### config.mk
export PLATFORM = sky130hd
export DESIGN_NAME = setpoint_alarm_output
export DESIGN_NICKNAME = d
export VERILOG_FILES = /design/src/core/setpoint_alarm_pkg.sv /design/src/core/setpoint_alarm_output.sv
export SDC_FILE = /design/constraint.sdc
export NUM_CORES = 1
export LEC_CHECK = 0
export ABC_AREA = 1
export BUFFER_PORTS_ARGS = -buffer_cell sky130_fd_sc_hd__buf_2
export CELL_PAD_IN_SITES_DETAIL_PLACEMENT = 1
export CELL_PAD_IN_SITES_GLOBAL_PLACEMENT = 2
export CORE_ASPECT_RATIO = 1.1
export CORE_MARGIN = 2
export CORE_UTILIZATION = 35
export DETAILED_ROUTE_END_ITERATION = 10
export PLACE_DENSITY = 0.76
export SETUP_SLACK_MARGIN = 0.4
export SLEW_MARGIN = 0
export SYNTH_ARGS = -nofsm -noshare
export SYNTH_HDL_FRONTEND = slang
export SYNTH_SLANG_ARGS = --single-unit
### constraint.sdc
create_clock -name sys_clk -period 5.7 [get_ports sys_clk]
set_input_delay 0.57 -clock sys_clk [delete_from_list [all_inputs] [get_ports sys_clk]]
set_output_delay 0.57 -clock sys_clk [all_outputs]
set_load 0.03 [all_outputs]
### src/core/setpoint_alarm_pkg.sv
package setpoint_alarm_pkg;

  localparam int NUM_SP_DEF = 2;
  localparam int MEAS_W     = 18;
  localparam int HYS_W      = 16;
  localparam int DLY_W      = 13;
  localparam int ADDR_W     = 8;

  // Limits of the programmable quantities.
  localparam logic signed [MEAS_W-1:0] SP_MIN  = -18'sh04e1f;
  localparam logic signed [MEAS_W-1:0] SP_MAX  = 18'sh1869f;
  localparam logic [HYS_W-1:0]         HYS_MIN = 16'h0001;
  localparam logic [HYS_W-1:0]         HYS_MAX = 16'hea5f;
  localparam logic [DLY_W-1:0]         DLY_MAX = 13'h176f;

  // Time base.
  localparam int CLK_MHZ    = 200;
  localparam int TICK_S     = 1;
  localparam int SEC_CYCLES = TICK_S * CLK_MHZ * 1000000;

  // Register offsets.
  localparam logic [ADDR_W-1:0] CTRL_OFS    = 8'h00;
  localparam logic [ADDR_W-1:0] STATUS_OFS  = 8'h04;
  localparam logic [ADDR_W-1:0] SER_RST_OFS = 8'h08;
  localparam logic [ADDR_W-1:0] SP_BASE_OFS = 8'h20;
  localparam logic [ADDR_W-1:0] SP_STRIDE   = 8'h20;
  localparam logic [ADDR_W-1:0] CFG_OFS     = 8'h00;
  localparam logic [ADDR_W-1:0] VAL_OFS     = 8'h04;
  localparam logic [ADDR_W-1:0] HYS_OFS     = 8'h08;
  localparam logic [ADDR_W-1:0] ON_DLY_OFS  = 8'h0c;
  localparam logic [ADDR_W-1:0] OFF_DLY_OFS = 8'h10;

  // Reset values.
  localparam logic [7:0]  CFG_RST = 8'h00;
  localparam logic [2:0]  CTRL_RST = 3'h0;
  localparam logic [1:0]  RESP_OKAY = 2'h0;
  localparam logic [1:0]  RESP_SLVERR = 2'h2;

  typedef enum logic [1:0] {
    high_trip_balanced,
    low_trip_balanced,
    high_trip_unbalanced,
    low_trip_unbalanced
  } action_t;

  typedef enum logic [1:0] {
    automatic_mode,
    latch_immediate_mode,
    latch_deferred_mode
  } reset_mode_t;

  typedef struct packed {
    logic        colourChange;
    logic        standby;
    logic        rstWithDisp;
    reset_mode_t resetMode;
    action_t     action;
    logic        enable;
  } sp_cfg_t;

  typedef struct packed {
    logic [ADDR_W-1:0] awaddr;
    logic              awvalid;
    logic [31:0]       wdata;
    logic [3:0]        wstrb;
    logic              wvalid;
    logic              bready;
    logic [ADDR_W-1:0] araddr;
    logic              arvalid;
    logic              rready;
  } axil_req_t;

  typedef struct packed {
    logic        awready;
    logic        wready;
    logic [1:0]  bresp;
    logic        bvalid;
    logic        arready;
    logic [31:0] rdata;
    logic [1:0]  rresp;
    logic        rvalid;
  } axil_rsp_t;

endpackage

### src/core/setpoint_alarm_output.sv
// Function
// - Disabled second setpoint keeps output off.
// - Four actions: high/low, balanced/unbalanced.
// - Signed setpoint from -19999 to 99999.
// - Hysteresis 1 to 59999 shapes thresholds.
// - Unbalanced band below high, above low.
// - On-delay 0 to 5999 seconds.
// - Off-delay 0 to 5999 seconds.
// - Automatic mode releases at release point.
// - Automatic: manual reset forces off now.
// - Immediate latch holds until reset.
// - Immediate latch reset off until re-trip.
// - Latched output comes up off.
// - Deferred latch reset waits for release.
// - Pending deferred reset lost on power.
// - Display reset also resets output.
// - Only if assigned and input shown.
// - Standby holds output off until trip.
// - After standby, output acts normally.
// - Backlight colour follows output state.
// - Setpoint count set by output card.
//
// Local design decisions: the AXI4-Lite interface to the registers and the register offsets.
`timescale 1ns/1ps
module setpoint_alarm_output #(
  parameter int NUM_SP     = setpoint_alarm_pkg::NUM_SP_DEF,
  parameter int SEC_CYCLES = setpoint_alarm_pkg::SEC_CYCLES
) (
  input  wire logic                                sys_clk,
  input  wire logic                                rst_n,
  input  wire logic                                ce,
  input  wire setpoint_alarm_pkg::axil_req_t       axiReq,
  output setpoint_alarm_pkg::axil_rsp_t            axiRsp,
  input  wire logic signed [setpoint_alarm_pkg::MEAS_W-1:0] measValue,
  input  wire logic                                inputShown,
  input  wire logic                                resetKeyPin,
  input  wire logic                                userInputPin,
  output logic [NUM_SP-1:0]                        spOut,
  output logic                                     backlightRed
);
  import setpoint_alarm_pkg::*;

  localparam int SW = $clog2(SEC_CYCLES + 1);

  // Register state.
  sp_cfg_t                  cfgQ    [NUM_SP];
  logic signed [MEAS_W-1:0] valQ    [NUM_SP];
  logic [HYS_W-1:0]         hysQ    [NUM_SP];
  logic [DLY_W-1:0]         onDlyQ  [NUM_SP];
  logic [DLY_W-1:0]         offDlyQ [NUM_SP];
  logic [2:0]               ctrlQ;
  logic [NUM_SP-1:0]        serRstQ;
  logic [ADDR_W-1:0]        awAddrQ;
  logic [31:0]              wDataQ;
  logic [3:0]               wStrbQ;
  logic                     awHeldQ;
  logic                     wHeldQ;
  axil_rsp_t                rspQ;

  // Per-setpoint state views.
  logic [NUM_SP-1:0]        outVec;
  logic [NUM_SP-1:0]        pendVec;
  logic [NUM_SP-1:0]        inhVec;

  // Time base and input pins.
  logic [SW-1:0]            secCntQ;
  logic                     secTickQ;
  logic [1:0]               keySyncQ;
  logic [1:0]               uiSyncQ;
  logic                     keyPrevQ;
  logic                     uiPrevQ;
  logic                     keyEvQ;
  logic                     uiEvQ;
  logic                     colourQ;

  function automatic logic [31:0] merge(input logic [31:0] old,
                                        input logic [31:0] nw,
                                        input logic [3:0] strb);
    logic [31:0] r;
    r = old;
    for (int b = 0; b < 4; b++) begin
      if (strb[b]) begin
        r[8*b +: 8] = nw[8*b +: 8];
      end
    end
    return r;
  endfunction

  function automatic logic signed [MEAS_W-1:0] clampSp(input logic [31:0] v);
    logic signed [31:0] s;
    s = signed'(v);
    if (s < 32'(SP_MIN)) begin
      return SP_MIN;
    end
    if (s > 32'(SP_MAX)) begin
      return SP_MAX;
    end
    return s[MEAS_W-1:0];
  endfunction

  function automatic logic [HYS_W-1:0] clampHys(input logic [31:0] v);
    if (v < 32'(HYS_MIN)) begin
      return HYS_MIN;
    end
    if (v > 32'(HYS_MAX)) begin
      return HYS_MAX;
    end
    return v[HYS_W-1:0];
  endfunction

  function automatic logic [DLY_W-1:0] clampDly(input logic [31:0] v);
    if (v > 32'(DLY_MAX)) begin
      return DLY_MAX;
    end
    return v[DLY_W-1:0];
  endfunction

  // Address decode helpers.
  function automatic int spIndex(input logic [ADDR_W-1:0] a);
    if (a < SP_BASE_OFS) begin
      return -1;
    end
    return int'((a - SP_BASE_OFS) / SP_STRIDE);
  endfunction

  function automatic logic [ADDR_W-1:0] spField(input logic [ADDR_W-1:0] a);
    return (a - SP_BASE_OFS) % SP_STRIDE;
  endfunction

  // One-second time base for the delay counters.
  always_ff @(posedge sys_clk) begin
    if (!rst_n) begin
      secCntQ  <= '0;
      secTickQ <= 1'b0;
    end else if (ce) begin
      secTickQ <= (secCntQ == SW'(SEC_CYCLES - 1));
      secCntQ  <= (secCntQ == SW'(SEC_CYCLES - 1)) ? '0 : secCntQ + 1'b1;
    end
  end

  // Front key and user input come from pins and are synchronised first.
  always_ff @(posedge sys_clk) begin
    if (!rst_n) begin
      keySyncQ <= 2'h0;
      uiSyncQ  <= 2'h0;
      keyPrevQ <= 1'b0;
      uiPrevQ  <= 1'b0;
      keyEvQ   <= 1'b0;
      uiEvQ    <= 1'b0;
    end else if (ce) begin
      keySyncQ <= {keySyncQ[0], resetKeyPin};
      uiSyncQ  <= {uiSyncQ[0], userInputPin};
      keyPrevQ <= keySyncQ[1];
      uiPrevQ  <= uiSyncQ[1];
      keyEvQ   <= keySyncQ[1] && !keyPrevQ;
      uiEvQ    <= uiSyncQ[1] && !uiPrevQ;
    end
  end

  // Write channel: address and data are taken in either order.
  always_ff @(posedge sys_clk) begin
    if (!rst_n) begin
      awHeldQ      <= 1'b0;
      wHeldQ       <= 1'b0;
      awAddrQ      <= '0;
      wDataQ       <= '0;
      wStrbQ       <= 4'h0;
      rspQ.awready <= 1'b1;
      rspQ.wready  <= 1'b1;
      rspQ.bvalid  <= 1'b0;
      rspQ.bresp   <= RESP_OKAY;
      ctrlQ        <= CTRL_RST;
      serRstQ      <= '0;
      for (int i = 0; i < NUM_SP; i++) begin
        cfgQ[i]    <= sp_cfg_t'(CFG_RST);
        valQ[i]    <= '0;
        hysQ[i]    <= HYS_MIN;
        onDlyQ[i]  <= '0;
        offDlyQ[i] <= '0;
      end
    end else if (ce) begin
      serRstQ <= '0;
      if (axiReq.awvalid && rspQ.awready) begin
        awAddrQ      <= axiReq.awaddr;
        awHeldQ      <= 1'b1;
        rspQ.awready <= 1'b0;
      end
      if (axiReq.wvalid && rspQ.wready) begin
        wDataQ      <= axiReq.wdata;
        wStrbQ      <= axiReq.wstrb;
        wHeldQ      <= 1'b1;
        rspQ.wready <= 1'b0;
      end
      if (awHeldQ && wHeldQ && !rspQ.bvalid) begin
        rspQ.bvalid <= 1'b1;
        rspQ.bresp  <= RESP_OKAY;
        if (awAddrQ == CTRL_OFS) begin
          ctrlQ <= 3'(merge(32'(ctrlQ), wDataQ, wStrbQ));
        end else if (awAddrQ == SER_RST_OFS) begin
          serRstQ <= wDataQ[NUM_SP-1:0];
        end else if (awAddrQ == STATUS_OFS) begin
          rspQ.bresp <= RESP_OKAY;
        end else if (spIndex(awAddrQ) >= 0 && spIndex(awAddrQ) < NUM_SP
                     && awAddrQ[1:0] == 2'h0) begin
          for (int i = 0; i < NUM_SP; i++) begin
            if (spIndex(awAddrQ) == i) begin
              unique case (spField(awAddrQ))
                CFG_OFS: cfgQ[i] <= sp_cfg_t'(
                  8'(merge(32'(cfgQ[i]), wDataQ, wStrbQ)));
                VAL_OFS: valQ[i] <= clampSp(merge(
                  32'(signed'(valQ[i])), wDataQ, wStrbQ));
                HYS_OFS: hysQ[i] <= clampHys(
                  merge(32'(hysQ[i]), wDataQ, wStrbQ));
                ON_DLY_OFS: onDlyQ[i] <= clampDly(
                  merge(32'(onDlyQ[i]), wDataQ, wStrbQ));
                OFF_DLY_OFS: offDlyQ[i] <= clampDly(
                  merge(32'(offDlyQ[i]), wDataQ, wStrbQ));
                default: rspQ.bresp <= RESP_SLVERR;
              endcase
            end
          end
        end else begin
          rspQ.bresp <= RESP_SLVERR;
        end
      end
      if (rspQ.bvalid && axiReq.bready) begin
        rspQ.bvalid  <= 1'b0;
        awHeldQ      <= 1'b0;
        wHeldQ       <= 1'b0;
        rspQ.awready <= 1'b1;
        rspQ.wready  <= 1'b1;
      end
    end
  end

  // Read channel answers one cycle after the address is taken.
  always_ff @(posedge sys_clk) begin
    if (!rst_n) begin
      rspQ.arready <= 1'b1;
      rspQ.rvalid  <= 1'b0;
      rspQ.rdata   <= '0;
      rspQ.rresp   <= RESP_OKAY;
    end else if (ce) begin
      if (axiReq.arvalid && rspQ.arready) begin
        rspQ.arready <= 1'b0;
        rspQ.rvalid  <= 1'b1;
        rspQ.rresp   <= RESP_OKAY;
        rspQ.rdata   <= '0;
        if (axiReq.araddr == CTRL_OFS) begin
          rspQ.rdata <= 32'(ctrlQ);
        end else if (axiReq.araddr == STATUS_OFS) begin
          rspQ.rdata <= {8'h0, 8'(inhVec), 8'(pendVec), 8'(outVec)};
        end else if (axiReq.araddr == SER_RST_OFS) begin
          rspQ.rdata <= '0;
        end else if (spIndex(axiReq.araddr) >= 0
                     && spIndex(axiReq.araddr) < NUM_SP
                     && axiReq.araddr[1:0] == 2'h0) begin
          for (int i = 0; i < NUM_SP; i++) begin
            if (spIndex(axiReq.araddr) == i) begin
              unique case (spField(axiReq.araddr))
                CFG_OFS:     rspQ.rdata <= 32'(cfgQ[i]);
                VAL_OFS:     rspQ.rdata <= 32'(signed'(valQ[i]));
                HYS_OFS:     rspQ.rdata <= 32'(hysQ[i]);
                ON_DLY_OFS:  rspQ.rdata <= 32'(onDlyQ[i]);
                OFF_DLY_OFS: rspQ.rdata <= 32'(offDlyQ[i]);
                default:     rspQ.rresp <= RESP_SLVERR;
              endcase
            end
          end
        end else begin
          rspQ.rresp <= RESP_SLVERR;
        end
      end
      if (rspQ.rvalid && axiReq.rready) begin
        rspQ.rvalid  <= 1'b0;
        rspQ.arready <= 1'b1;
      end
    end
  end

  assign axiRsp = rspQ;

  // Each setpoint carries its own parameter set and state.
  for (genvar g = 0; g < NUM_SP; g++) begin : gSp
    logic                  onQ;
    logic                  blockQ;
    logic                  pendQ;
    logic                  inhQ;
    logic                  prevTripQ;
    logic [DLY_W-1:0]      onCntQ;
    logic [DLY_W-1:0]      offCntQ;
    logic signed [MEAS_W+1:0] sp;
    logic signed [MEAS_W+1:0] hys;
    logic signed [MEAS_W+1:0] half;
    logic signed [MEAS_W+1:0] meas;
    logic                  high;
    logic                  balanced;
    logic                  trip;
    logic                  release_;
    logic                  en;
    logic                  deferred;
    logic                  dispLink;
    logic                  nowRst;
    logic                  deferRst;
    logic                  offReq;

    always_comb begin
      sp       = (MEAS_W+2)'(valQ[g]);
      hys      = (MEAS_W+2)'({1'b0, hysQ[g]});
      half     = hys >>> 1;
      meas     = (MEAS_W+2)'(measValue);
      high     = cfgQ[g].action inside {high_trip_balanced,
                                        high_trip_unbalanced};
      balanced = cfgQ[g].action inside {high_trip_balanced,
                                        low_trip_balanced};
      unique case ({high, balanced})
        2'b11:   trip = meas >= sp + half;
        2'b10:   trip = meas >= sp;
        2'b01:   trip = meas <= sp - half;
        default: trip = meas <= sp;
      endcase
      unique case ({high, balanced})
        2'b11:   release_ = meas < sp - half;
        2'b10:   release_ = meas < sp - hys;
        2'b01:   release_ = meas > sp + half;
        default: release_ = meas > sp + hys;
      endcase
      en       = (g == 0) || cfgQ[g].enable;
      deferred = cfgQ[g].resetMode == latch_deferred_mode;
      dispLink = cfgQ[g].rstWithDisp && inputShown
                 && ((keyEvQ && ctrlQ[0]) || (uiEvQ && ctrlQ[1]));
      nowRst   = serRstQ[g] || dispLink
                 || ((keyEvQ || uiEvQ) && !deferred);
      deferRst = (keyEvQ || uiEvQ) && deferred && !nowRst;
      offReq   = release_ && (pendQ
                 || cfgQ[g].resetMode == automatic_mode
                 || cfgQ[g].resetMode == 2'h3);
    end

    // Power-up clears latched output and pending reset.
    always_ff @(posedge sys_clk) begin
      if (!rst_n) begin
        onQ       <= 1'b0;
        blockQ    <= 1'b0;
        pendQ     <= 1'b0;
        inhQ      <= 1'b1;
        // A trip already present at power-up is not a crossing.
        prevTripQ <= 1'b1;
        onCntQ    <= '0;
        offCntQ   <= '0;
      end else if (ce) begin
        prevTripQ <= trip;
        if (!en) begin
          onQ     <= 1'b0;
          blockQ  <= 1'b0;
          pendQ   <= 1'b0;
          onCntQ  <= '0;
          offCntQ <= '0;
        end else begin
          if (!trip) begin
            blockQ <= 1'b0;
          end
          if (trip && !prevTripQ) begin
            inhQ <= 1'b0;
          end
          if (trip && !onQ) begin
            if (secTickQ && onCntQ != DLY_MAX) begin
              onCntQ <= onCntQ + 1'b1;
            end
          end else begin
            onCntQ <= '0;
          end
          if (offReq && onQ) begin
            if (secTickQ && offCntQ != DLY_MAX) begin
              offCntQ <= offCntQ + 1'b1;
            end
          end else begin
            offCntQ <= '0;
          end
          if (nowRst) begin
            onQ    <= 1'b0;
            pendQ  <= 1'b0;
            blockQ <= 1'b1;
          end else if (onQ) begin
            if (deferRst) begin
              pendQ <= 1'b1;
            end
            if (offReq && offCntQ >= offDlyQ[g]) begin
              onQ   <= 1'b0;
              pendQ <= 1'b0;
            end
          end else if (trip && !blockQ && !(cfgQ[g].standby && inhQ)
                       && onCntQ >= onDlyQ[g]) begin
            onQ  <= 1'b1;
            inhQ <= 1'b0;
          end
        end
      end
    end

    assign outVec[g]  = onQ;
    assign pendVec[g] = pendQ;
    assign inhVec[g]  = inhQ;
  end

  // Colour flips from the base colour while any output with colourChange set is on.
  always_ff @(posedge sys_clk) begin
    if (!rst_n) begin
      colourQ <= 1'b0;
    end else if (ce) begin
      colourQ <= ctrlQ[2];
      for (int i = 0; i < NUM_SP; i++) begin
        if (outVec[i] && cfgQ[i].colourChange) begin
          colourQ <= !ctrlQ[2];
        end
      end
    end
  end

  assign spOut        = outVec;
  assign backlightRed = colourQ;

endmodule // setpoint_alarm_output

==> impl_metrics.toml, run 1 <==
[clock_network]
htree_levels = 2
cts_buffers = 37
cts_tree = "done"
clk_pin_slew_ns = 0.07
insertion_delay_ns = 0.57
hold_buffers = 0
cts-root-buf = "clkbuf_16"
clock_path_buffers = 3
cts_sinks = 313

[timing]
timing.hold.ws_ns = 0.223
setup_tns_ns = 0
drv_slew = 0
fin_crit_sh_pct = 86.5
tightest_slew_ns = 1.13
clock_skew_ns = 0.0327
finalSetupViolations = 0
final-hold-violation-count = 0
max_freq_mhz = 203
rsz0062_at_grt = "false"
relSlewSlack_pct = 23.9
finalCriticalPeriod_ns = 4.93

[global_route]
grt_pass1_wl_um = 187000
grt_antenna_before_repair = 2
grt_overflow_total = 0
grt_max_degree = 51
grt_pass1_vias = 29700
grt_usage_pct = 28.9

[place]
dp_hpwl_um = 99400
postPlaceCellArea_mm2 = 0.0307
place_congestion = 0.955
dpl.cell_count = 5216
io_buffers = 122

[die]
start_util_pct = 35.4
row_count = 110
ios = 125
core-area_mm2 = 0.0820
die_w_um = 279
die_area_mm2 = 0.0853
dieHeight_um = 306

[power]
p_per_area_mw_per_mm2 = 204
clockPowerShare_pct = 36.3
leakagePower_nw = 15.0
seqPwrFrac_pct = 38.2
p_int_w = 0.00424
swShare_pct = 34.8
power.switching_w = 0.00227
irDropWorstVdd_mv = 0.222
combPwrFrac_pct = 25.5

[synth]
avgSynthCellArea_um2 = 7.06
synth-simple-area-share_pct = 23.6
async_reset_ff_share_pct = 0
synth_top_cell_area_share_pct = 16.2
synth-compound-area-share_pct = 18.3
synth_ff_type = "dfxtp_1"
synth_edf_count = 136
synthMuxAreaShare_pct = 0
synth_area_leaders = "ha_1 (16%), edfxtp_1 (14%), dfxtp_1 (12%)"
synth_seq_area_share_pct = 26.3
synthAdderAreaFrac_pct = 16.7
synth_xor_area_share_pct = 4.95
synth_cell_types = 69
yosys_warnings = 0
yosysTopAreaCell = "ha_1"
syn_area_mm2 = 0.0290
synth_top_family_by_area = "simple AND/OR/NAND/NOR gates"
ys_ff_latch = 313
syn-instance-count = 4110

[layout]
mostFrequentLayoutCells = "nand2_1 (777), inv_1 (576), a21oi_1 (437), ha_1 (375), nor2_1 (347)"
synthToLayoutAreaGrowth_pct = 10.2
stdcell_area_mm2 = 0.0320
fin_cells = 5290
drive_above_1_share_pct = 7.72
layout_commonest_cell = "nand2_1"
nets = 4661

[drt]
vias = 29200
drtIter0Drc = 2176
viasPerCell = 5.52
drt-pass1-iter-count = 5
route.antenna.remaining_nets = 0
wire_per_inst_um = 23.6
drt_wl_total_um = 125000
drc_errors = 0

[setup_path]
max_stage_delay_ns = 0.50
crit_buf_inv = 0
critPathSlowestCell = "edfxtp_1"
path_common_cell = "nand2_1"
cp_data_required_time_ns = 6.20
critPathMaxFanout = 13
path_delay_family = "simple AND/OR/NAND/NOR gates"
worstSetupPathType = "flop to flop"
cp-start-kind = "flop"
cp-end-kind = "flop"
cp.arrival_ns = 5.43

[min_path]
hold_path_class = "input port to flop"

[run]
drv_cap = 0

[outcome]
status = "complete, no violations"
-- sequential cells by signal (all words and copies together) (netlist names), 2 cells and up --
signal         flops
gSp.offCntQ       26
hysQ              32
serRstQ            2
uiSyncQ            2
wDataQ            32
ctrlQ              3
keySyncQ           2
onDlyQ            26
gSp.inhQ           2
wStrbQ             4
gSp.pendQ          2
gSp.blockQ         2
secCntQ           28
valQ              36
axiRsp            26
offDlyQ           26
gSp.onCntQ        26
gSp.onQ            2
cfgQ              16
awAddrQ            8
gSp.prevTripQ      2
-- cell type report --
cell class	instances	area, µm²
diodes	1	2.50
flip-flops and latches	313	7630
well taps	1064	1330
clock buffers	50	1030
multi-input cells	3058	18500
fillers	10400	50000
clock inverters	17	124
inverters	596	2240
repair buffers	191	1130
-- worst min-delay path, stage by stage --
cell and delay, ns:
buf_2 0.08, nor2_1 0.04, nor2_1 0.08
-- cell usage after synthesis (13+ instances only) --
| cell type | number |
|---|---|
| dfxtp_1 | 177 |
| buf_2 | 26 |
| o211ai_1 | 17 |
| a21o_1 | 22 |
| buf_4 | 28 |
| o21ai_0 | 250 |
| ha_1 | 375 |
| a221oi_1 | 14 |
| nor3_1 | 68 |
| o2111ai_1 | 13 |
| inv_2 | 17 |
| a31oi_1 | 24 |
| o22ai_1 | 37 |
| nor4_1 | 26 |
| nor2_1 | 347 |
| a21oi_1 | 440 |
| xnor2_1 | 19 |
| xor2_1 | 145 |
| inv_1 | 577 |
| nand3_1 | 181 |
| nand2_1 | 778 |
| o21bai_1 | 17 |
| o21ai_1 | 16 |
| nand4_1 | 97 |
| edfxtp_1 | 136 |
| a211oi_1 | 17 |
| clkbuf_1 | 76 |
-- power by group through the flow --
stage | logic, W | clock network, W | registers (W)
2_1_floorplan | 0.00107 | 0 | 0.00251
3_3_place_gp | 0.00163 | 0 | 0.00253
3_5_place_dp | 0.00164 | 0 | 0.00254
4_1_cts | 0.00165 | 0.00242 | 0.00249
5_1_grt | 0.00186 | 0.00249 | 0.00250
6_report | 0.00166 | 0.00236 | 0.00249
-- final timing paths --
check	from	end	slack [ns]	depth (start not counted)
setup / recovery	hysQ[0][1]	gSp[0].onCntQ[2]	0.77	29
hold / removal	userInputPin	uiSyncQ[0]	0.22	3
setup reg to reg	hysQ[0][1]	gSp[0].onCntQ[2]	0.77	29
hold reg to reg	keyPrevQ	keyPrevQ	0.46	2
-- layer usage --
metal  track usage (%)  vias up  wire length (µm)
li1                  -    14000                 -
met1              37.6    14200             55600
met2              49.5      769             58600
met3              3.08      205              6180
met4              9.69        2              4590
met5                 0        -                13
-- timing repair --
item,CTS,global route
buffers inserted,0,6
endpoints found under the setup margin,0,59
resized for setup,0,18
-- logic make-up after synthesis --
family | count (synthesis)
compound gates | 939
xor+xnor | 164
fa+ha+maj | 383
buf+inv | 740
flops | 313
other cells | 1
simple gates | 1570
-- through the flow --
step           setup slack, ns  util (%)  total power, W
4_1_cts                  0.419      38.9         0.00656
3_5_place_dp             0.418      37.5         0.00418
2_1_floorplan             1.60         -         0.00358
6_report                 0.769      39.0         0.00651
3_3_place_gp             0.458      37.5         0.00416
5_1_grt                  0.403      39.0         0.00684
(Power assumes the default switching activity.)
==> run 2, diff against run 1 <==
- CORE_UTILIZATION: 35 -> 37
- PLACE_DENSITY: 0.76 -> 0.8
==> impl_metrics.toml, run 2 (synthesis gave the netlist of run 1 again) <==
[timing]
max_freq_mhz = 200
rsz0062_at_grt = "false"
clock_skew_ns = 0.0361
finalCriticalPeriod_ns = 4.99
final-hold-violation-count = 0
drv_slew = 0
relSlewSlack_pct = 19.6
finalSetupViolations = 0
setup_tns_ns = 0
timing.hold.ws_ns = 0.230
tightest_slew_ns = 1.19
fin_crit_sh_pct = 87.6

[clock_network]
cts_sinks = 313
cts-root-buf = "clkbuf_16"
clk_pin_slew_ns = 0.06
clock_path_buffers = 3
hold_buffers = 0
insertion_delay_ns = 0.58
htree_levels = 2
cts_tree = "done"
cts_buffers = 36

[drt]
drt_wl_total_um = 123000
drt-pass1-iter-count = 6
drtIter0Drc = 2444
route.antenna.remaining_nets = 0
vias = 29200
viasPerCell = 5.57
drc_errors = 0
wire_per_inst_um = 23.3

[power]
clockPowerShare_pct = 37.2
irDropWorstVdd_mv = 0.220
leakagePower_nw = 15.0
p_int_w = 0.00435
seqPwrFrac_pct = 37.9
power.switching_w = 0.00224
swShare_pct = 34.0
p_per_area_mw_per_mm2 = 206
combPwrFrac_pct = 25.0

[global_route]
grt_usage_pct = 29.7
grt_pass1_wl_um = 184000
grt_max_degree = 51
grt_overflow_total = 0
grt_pass1_vias = 29600
grt_antenna_before_repair = 0

[layout]
nets = 4651
largest_register = "valQ"
synthToLayoutAreaGrowth_pct = 9.96
drive_above_1_share_pct = 7.47
layout_commonest_cell = "nand2_1"
antenna_cells = 0
top_regs = "valQ: 36 flops, hysQ: 32 flops, wDataQ: 32 flops"
fill_cells = 9919
largest_register_ffs = 36
mostFrequentLayoutCells = "nand2_1 (777), inv_1 (575), a21oi_1 (437), ha_1 (375), nor2_1 (347)"

[setup_path]
max_stage_delay_ns = 0.49
cp-end-kind = "flop"
cp-start-kind = "flop"
critPathSlowestCell = "edfxtp_1"
reg2reg_slack_ns = 0.71
worstSetupPathType = "flop to flop"
cp.arrival_ns = 5.48
cp_data_required_time_ns = 6.18
critPathMaxFanout = 13
cp_cell_sequence = "buf_4 > inv_1 > ha_1 > a31oi_1 > o21ai_0 > a21oi_1 > o21ai_1 > a21boi_0 > o21ai_0 > xor2_1 > ha_1 > nand2_1 > nor4_1 > nand2_1 > nand3_1 > nand3_1 > nand2_1 > inv_1 > nand2_1 > nand3_1 > nand2_2 > buf_6 > nand3_1 > a21oi_1"

[place]
place_congestion = 0.956
io_buffers = 122
dp_hpwl_um = 97600

[die]
start_util_pct = 37.5
row_count = 107
die_w_um = 271
ios = 125
dieHeight_um = 298
core-area_mm2 = 0.0775
die_area_mm2 = 0.0807

[outcome]
status = "complete, no violations"

[run]
drv_cap = 0

[min_path]
hold_path_class = "input port to flop"
## run 2: per-layer routing
layer	up-vias	GRT usage, %	part of all wire [%]
met1	14100	38.1	44
met2	851	51.0	47
met5	-	0	0
met4	0	11.2	4.1
met3	225	3.16	5.0
li1	14000	-	-
## run 2: path summary, 6_finish.rpt
path / startpoint / cells past startpoint / end
max: hysQ[0][1] / 24 / gSp[0].offCntQ[9]
min: resetKeyPin / 3 / keySyncQ[0]
max reg2reg: hysQ[0][1] / 24 / gSp[0].offCntQ[9]
min reg2reg: gSp[0].blockQ / 2 / gSp[0].blockQ
## run 2: final cells by class
class | instances | area (µm²) | area share [%]
clock inverter | 9 | 131 | 0.412
sequential | 313 | 7630 | 23.9
tap | 1035 | 1290 | 4.06
timing repair buffer | 182 | 1060 | 3.34
inverter | 596 | 2240 | 7.02
multi-input combinational | 3058 | 18500 | 58.0
clock buffer | 57 | 1060 | 3.33
## run 2: power groups by stage
stage          Sequential, W  Clock (W)  Combinational [W]
2_1_floorplan        0.00251          0            0.00107
3_3_place_gp         0.00254          0            0.00159
3_5_place_dp         0.00254          0            0.00162
4_1_cts              0.00249    0.00249            0.00163
5_1_grt              0.00250    0.00256            0.00184
6_report             0.00249    0.00245            0.00164
## run 2: repair_timing
action | 4_1_cts | 5_1_grt
buffers inserted | 0 | 6
endpoints found under the setup margin | 0 | 55
resized for setup | 0 | 21
endpoints found under the hold margin | 0 | 0
## run 2: stage by stage
step	instance area [µm²]	util, %	power [W]	setup WS, ns	std cells
floorplan	29000	-	0.00358	1.60	4111
global placement	30600	39.5	0.00413	0.439	5178
detailed placement	30600	39.5	0.00416	0.430	5178
CTS	31800	41.1	0.00661	0.438	5244
global route	31900	41.2	0.00690	0.394	5250
finish	31900	41.2	0.00658	0.706	5250
## run 2: critical path: cells and delay by family (launching register included)
| kind | cells | cell delay, ns |
|---|---|---|
| AO/OA/AOI/OAI | 7 | 1.67 |
| AND/OR/NAND/NOR | 10 | 1.35 |
| flip-flops | 1 | 0.49 |
| adder cells (fa/ha/maj) | 2 | 0.59 |
| buffers and inverters | 4 | 0.62 |
| XOR/XNOR | 1 | 0.16 |
==> run 3, diff against run 2 <==
==> constraint.sdc (replaced) <==
create_clock -name sys_clk -period 5.7 [get_ports sys_clk]
set_input_delay 1.14 -clock sys_clk [delete_from_list [all_inputs] [get_ports sys_clk]]
set_output_delay 1.14 -clock sys_clk [all_outputs]
set_load 0.03 [all_outputs]
==> impl_metrics.toml, run 3 (synthesis gave the netlist of run 1 again) <==
[global_route]
grt_antenna_before_repair = 2
grt_max_degree = 52
grt_usage_pct = 29.5
grt_pass1_wl_um = 182000
grt_overflow_total = 0
grt_pass1_vias = 29500

[setup_path]
cp-start-kind = "flop"
reg2reg_slack_ns = 0.81
rr_worst_depth = 32
cp_data_required_time_ns = 6.17
path_common_cell = "nand2_1"
r2r_start = "valQ[0][0]"
max_stage_delay_ns = 0.47
cp.arrival_ns = 5.37
worstSetupPathType = "flop to flop"
rr_endpoint = "gSp[0].offCntQ[11]"
critPathSlowestCell = "edfxtp_1"
cp-end-kind = "flop"
critPathMaxFanout = 13

[timing]
rsz0062_at_grt = "false"
fin_crit_sh_pct = 85.8
max_freq_mhz = 204
relSlewSlack_pct = 29.5
final-hold-violation-count = 0
finalSetupViolations = 0
setup_tns_ns = 0
clock_skew_ns = 0.0241
finalCriticalPeriod_ns = 4.89
drv_slew = 0
tightest_slew_ns = 1.06

[clock_network]
cts-root-buf = "clkbuf_16"
cts_tree = "done"
cts_sinks = 313
htree_levels = 2
insertion_delay_ns = 0.57
clk_pin_slew_ns = 0.07
clock_path_buffers = 3
cts_buffers = 39

[min_path]
hold_path_class = "flop to flop"
hold_end = "axiRsp[13]"
worstHoldStart = "axiRsp[13]"
hold_depth = 2

[power]
leakagePower_nw = 15.0
p_per_area_mw_per_mm2 = 211
irDropWorstVdd_mv = 0.215
total_power_w = 0.00677

[die]
die_area_mm2 = 0.0807
start_util_pct = 37.5
row_count = 107
die_w_um = 271
ios = 125
core-area_mm2 = 0.0775
dieHeight_um = 298

[outcome]
status = "complete, no violations"

[drt]
drc_errors = 0
route.antenna.remaining_nets = 0
wire_per_inst_um = 23.2
drt_wl_total_um = 122000
drtIter0Drc = 2317
drt-pass1-iter-count = 5
vias = 29300
viasPerCell = 5.59

[layout]
largest_register_ffs = 36
mostFrequentLayoutCells = "nand2_1 (777), inv_1 (577), a21oi_1 (436), ha_1 (373), nor2_1 (347)"
layout_commonest_cell = "nand2_1"
nets = 4651
synthToLayoutAreaGrowth_pct = 10.4
drive_above_1_share_pct = 7.85
largest_register = "valQ"
top_regs = "valQ: 36 flops, hysQ: 32 flops, wDataQ: 32 flops"

[place]
io_buffers = 122
place_congestion = 0.969
dp_hpwl_um = 96700

[run]
drv_cap = 0
## run 3: cell count changes in the layout (fill, tap and decap cells not counted), sizes merged
cell      previous run  this run
diode                0         1
buf                182       179
inv                595       597
clkbuf              57        55
clkinvlp             0         1
clkinv               7        10
## run 3: timing repair
action,CTS,global route
setup buffers,0,6
pin swaps,0,2
hold buffers,0,0
resized for setup,1,23
endpoints found under the hold margin,0,0
endpoints found under the setup margin,4,56
## run 3: worst max-delay path by stage
stage	start	endpoint	slack (ns)	depth (start not counted)
after floorplan	valQ[0][19]	gSp[1].onCntQ[4]	1.60	29
after global placement	hysQ[0][18]	gSp[1].offCntQ[10]	0.45	29
after detailed placement	hysQ[0][18]	gSp[1].offCntQ[11]	0.37	29
after CTS	hysQ[0][18]	gSp[1].offCntQ[7]	0.40	27
after global routing	valQ[0][0]	gSp[0].offCntQ[11]	0.34	26
final	valQ[0][0]	gSp[0].offCntQ[11]	0.81	32
## run 3: final cells by class
type,instances,area (µm²)
fill,9963,45500
multi-input combinational,3058,18500
sequential,313,7630
inverter,596,2240
tap,1035,1290
clock buffer,55,1170
timing repair buffer,179,1040
clock inverter,15,166
antenna,1,2.50
## run 3: through the flow
stage / util (%) / cell area, µm² / std cells / setup slack, ns / hold WS [ns]
floorplan: - / 29000 / 4111 / 1.60 / 0.434
global placement: 39.5 / 30600 / 5175 / 0.451 / 0.447
detailed placement: 39.5 / 30600 / 5175 / 0.374 / 0.453
CTS: 41.2 / 32000 / 5245 / 0.397 / 0.462
global route: 41.4 / 32100 / 5251 / 0.338 / 0.484
finish: 41.4 / 32100 / 5252 / 0.807 / 0.460
## run 3: critical path: cells and delay by family (launching register included)
| family | cells | cell delay [ns] |
|---|---|---|
| compound gates | 6 | 0.90 |
| xor+xnor | 1 | 0.17 |
| simple gates | 18 | 1.83 |
| flops | 1 | 0.47 |
| fa+ha+maj | 3 | 0.91 |
| buf+inv | 4 | 0.51 |
## run 3: report_power, final
| part | switching (W) | internal [W] |
|---|---|---|
| clock network | 0.00107 | 0.00157 |
| logic | 0.00113 | 0.000518 |
| registers | 0.0000834 | 0.00241 |
| total | 0.00228 | 0.00449 |
## run 3: metal layers
metal / vias to the layer above / share of wire, % / global-route usage [%]
met2: 821 / 47 / 50.0
met5: - / 0 / 0
met3: 214 / 5.1 / 2.92
met4: 0 / 4.2 / 11.3
met1: 14300 / 44 / 38.5
li1: 14000 / - / -
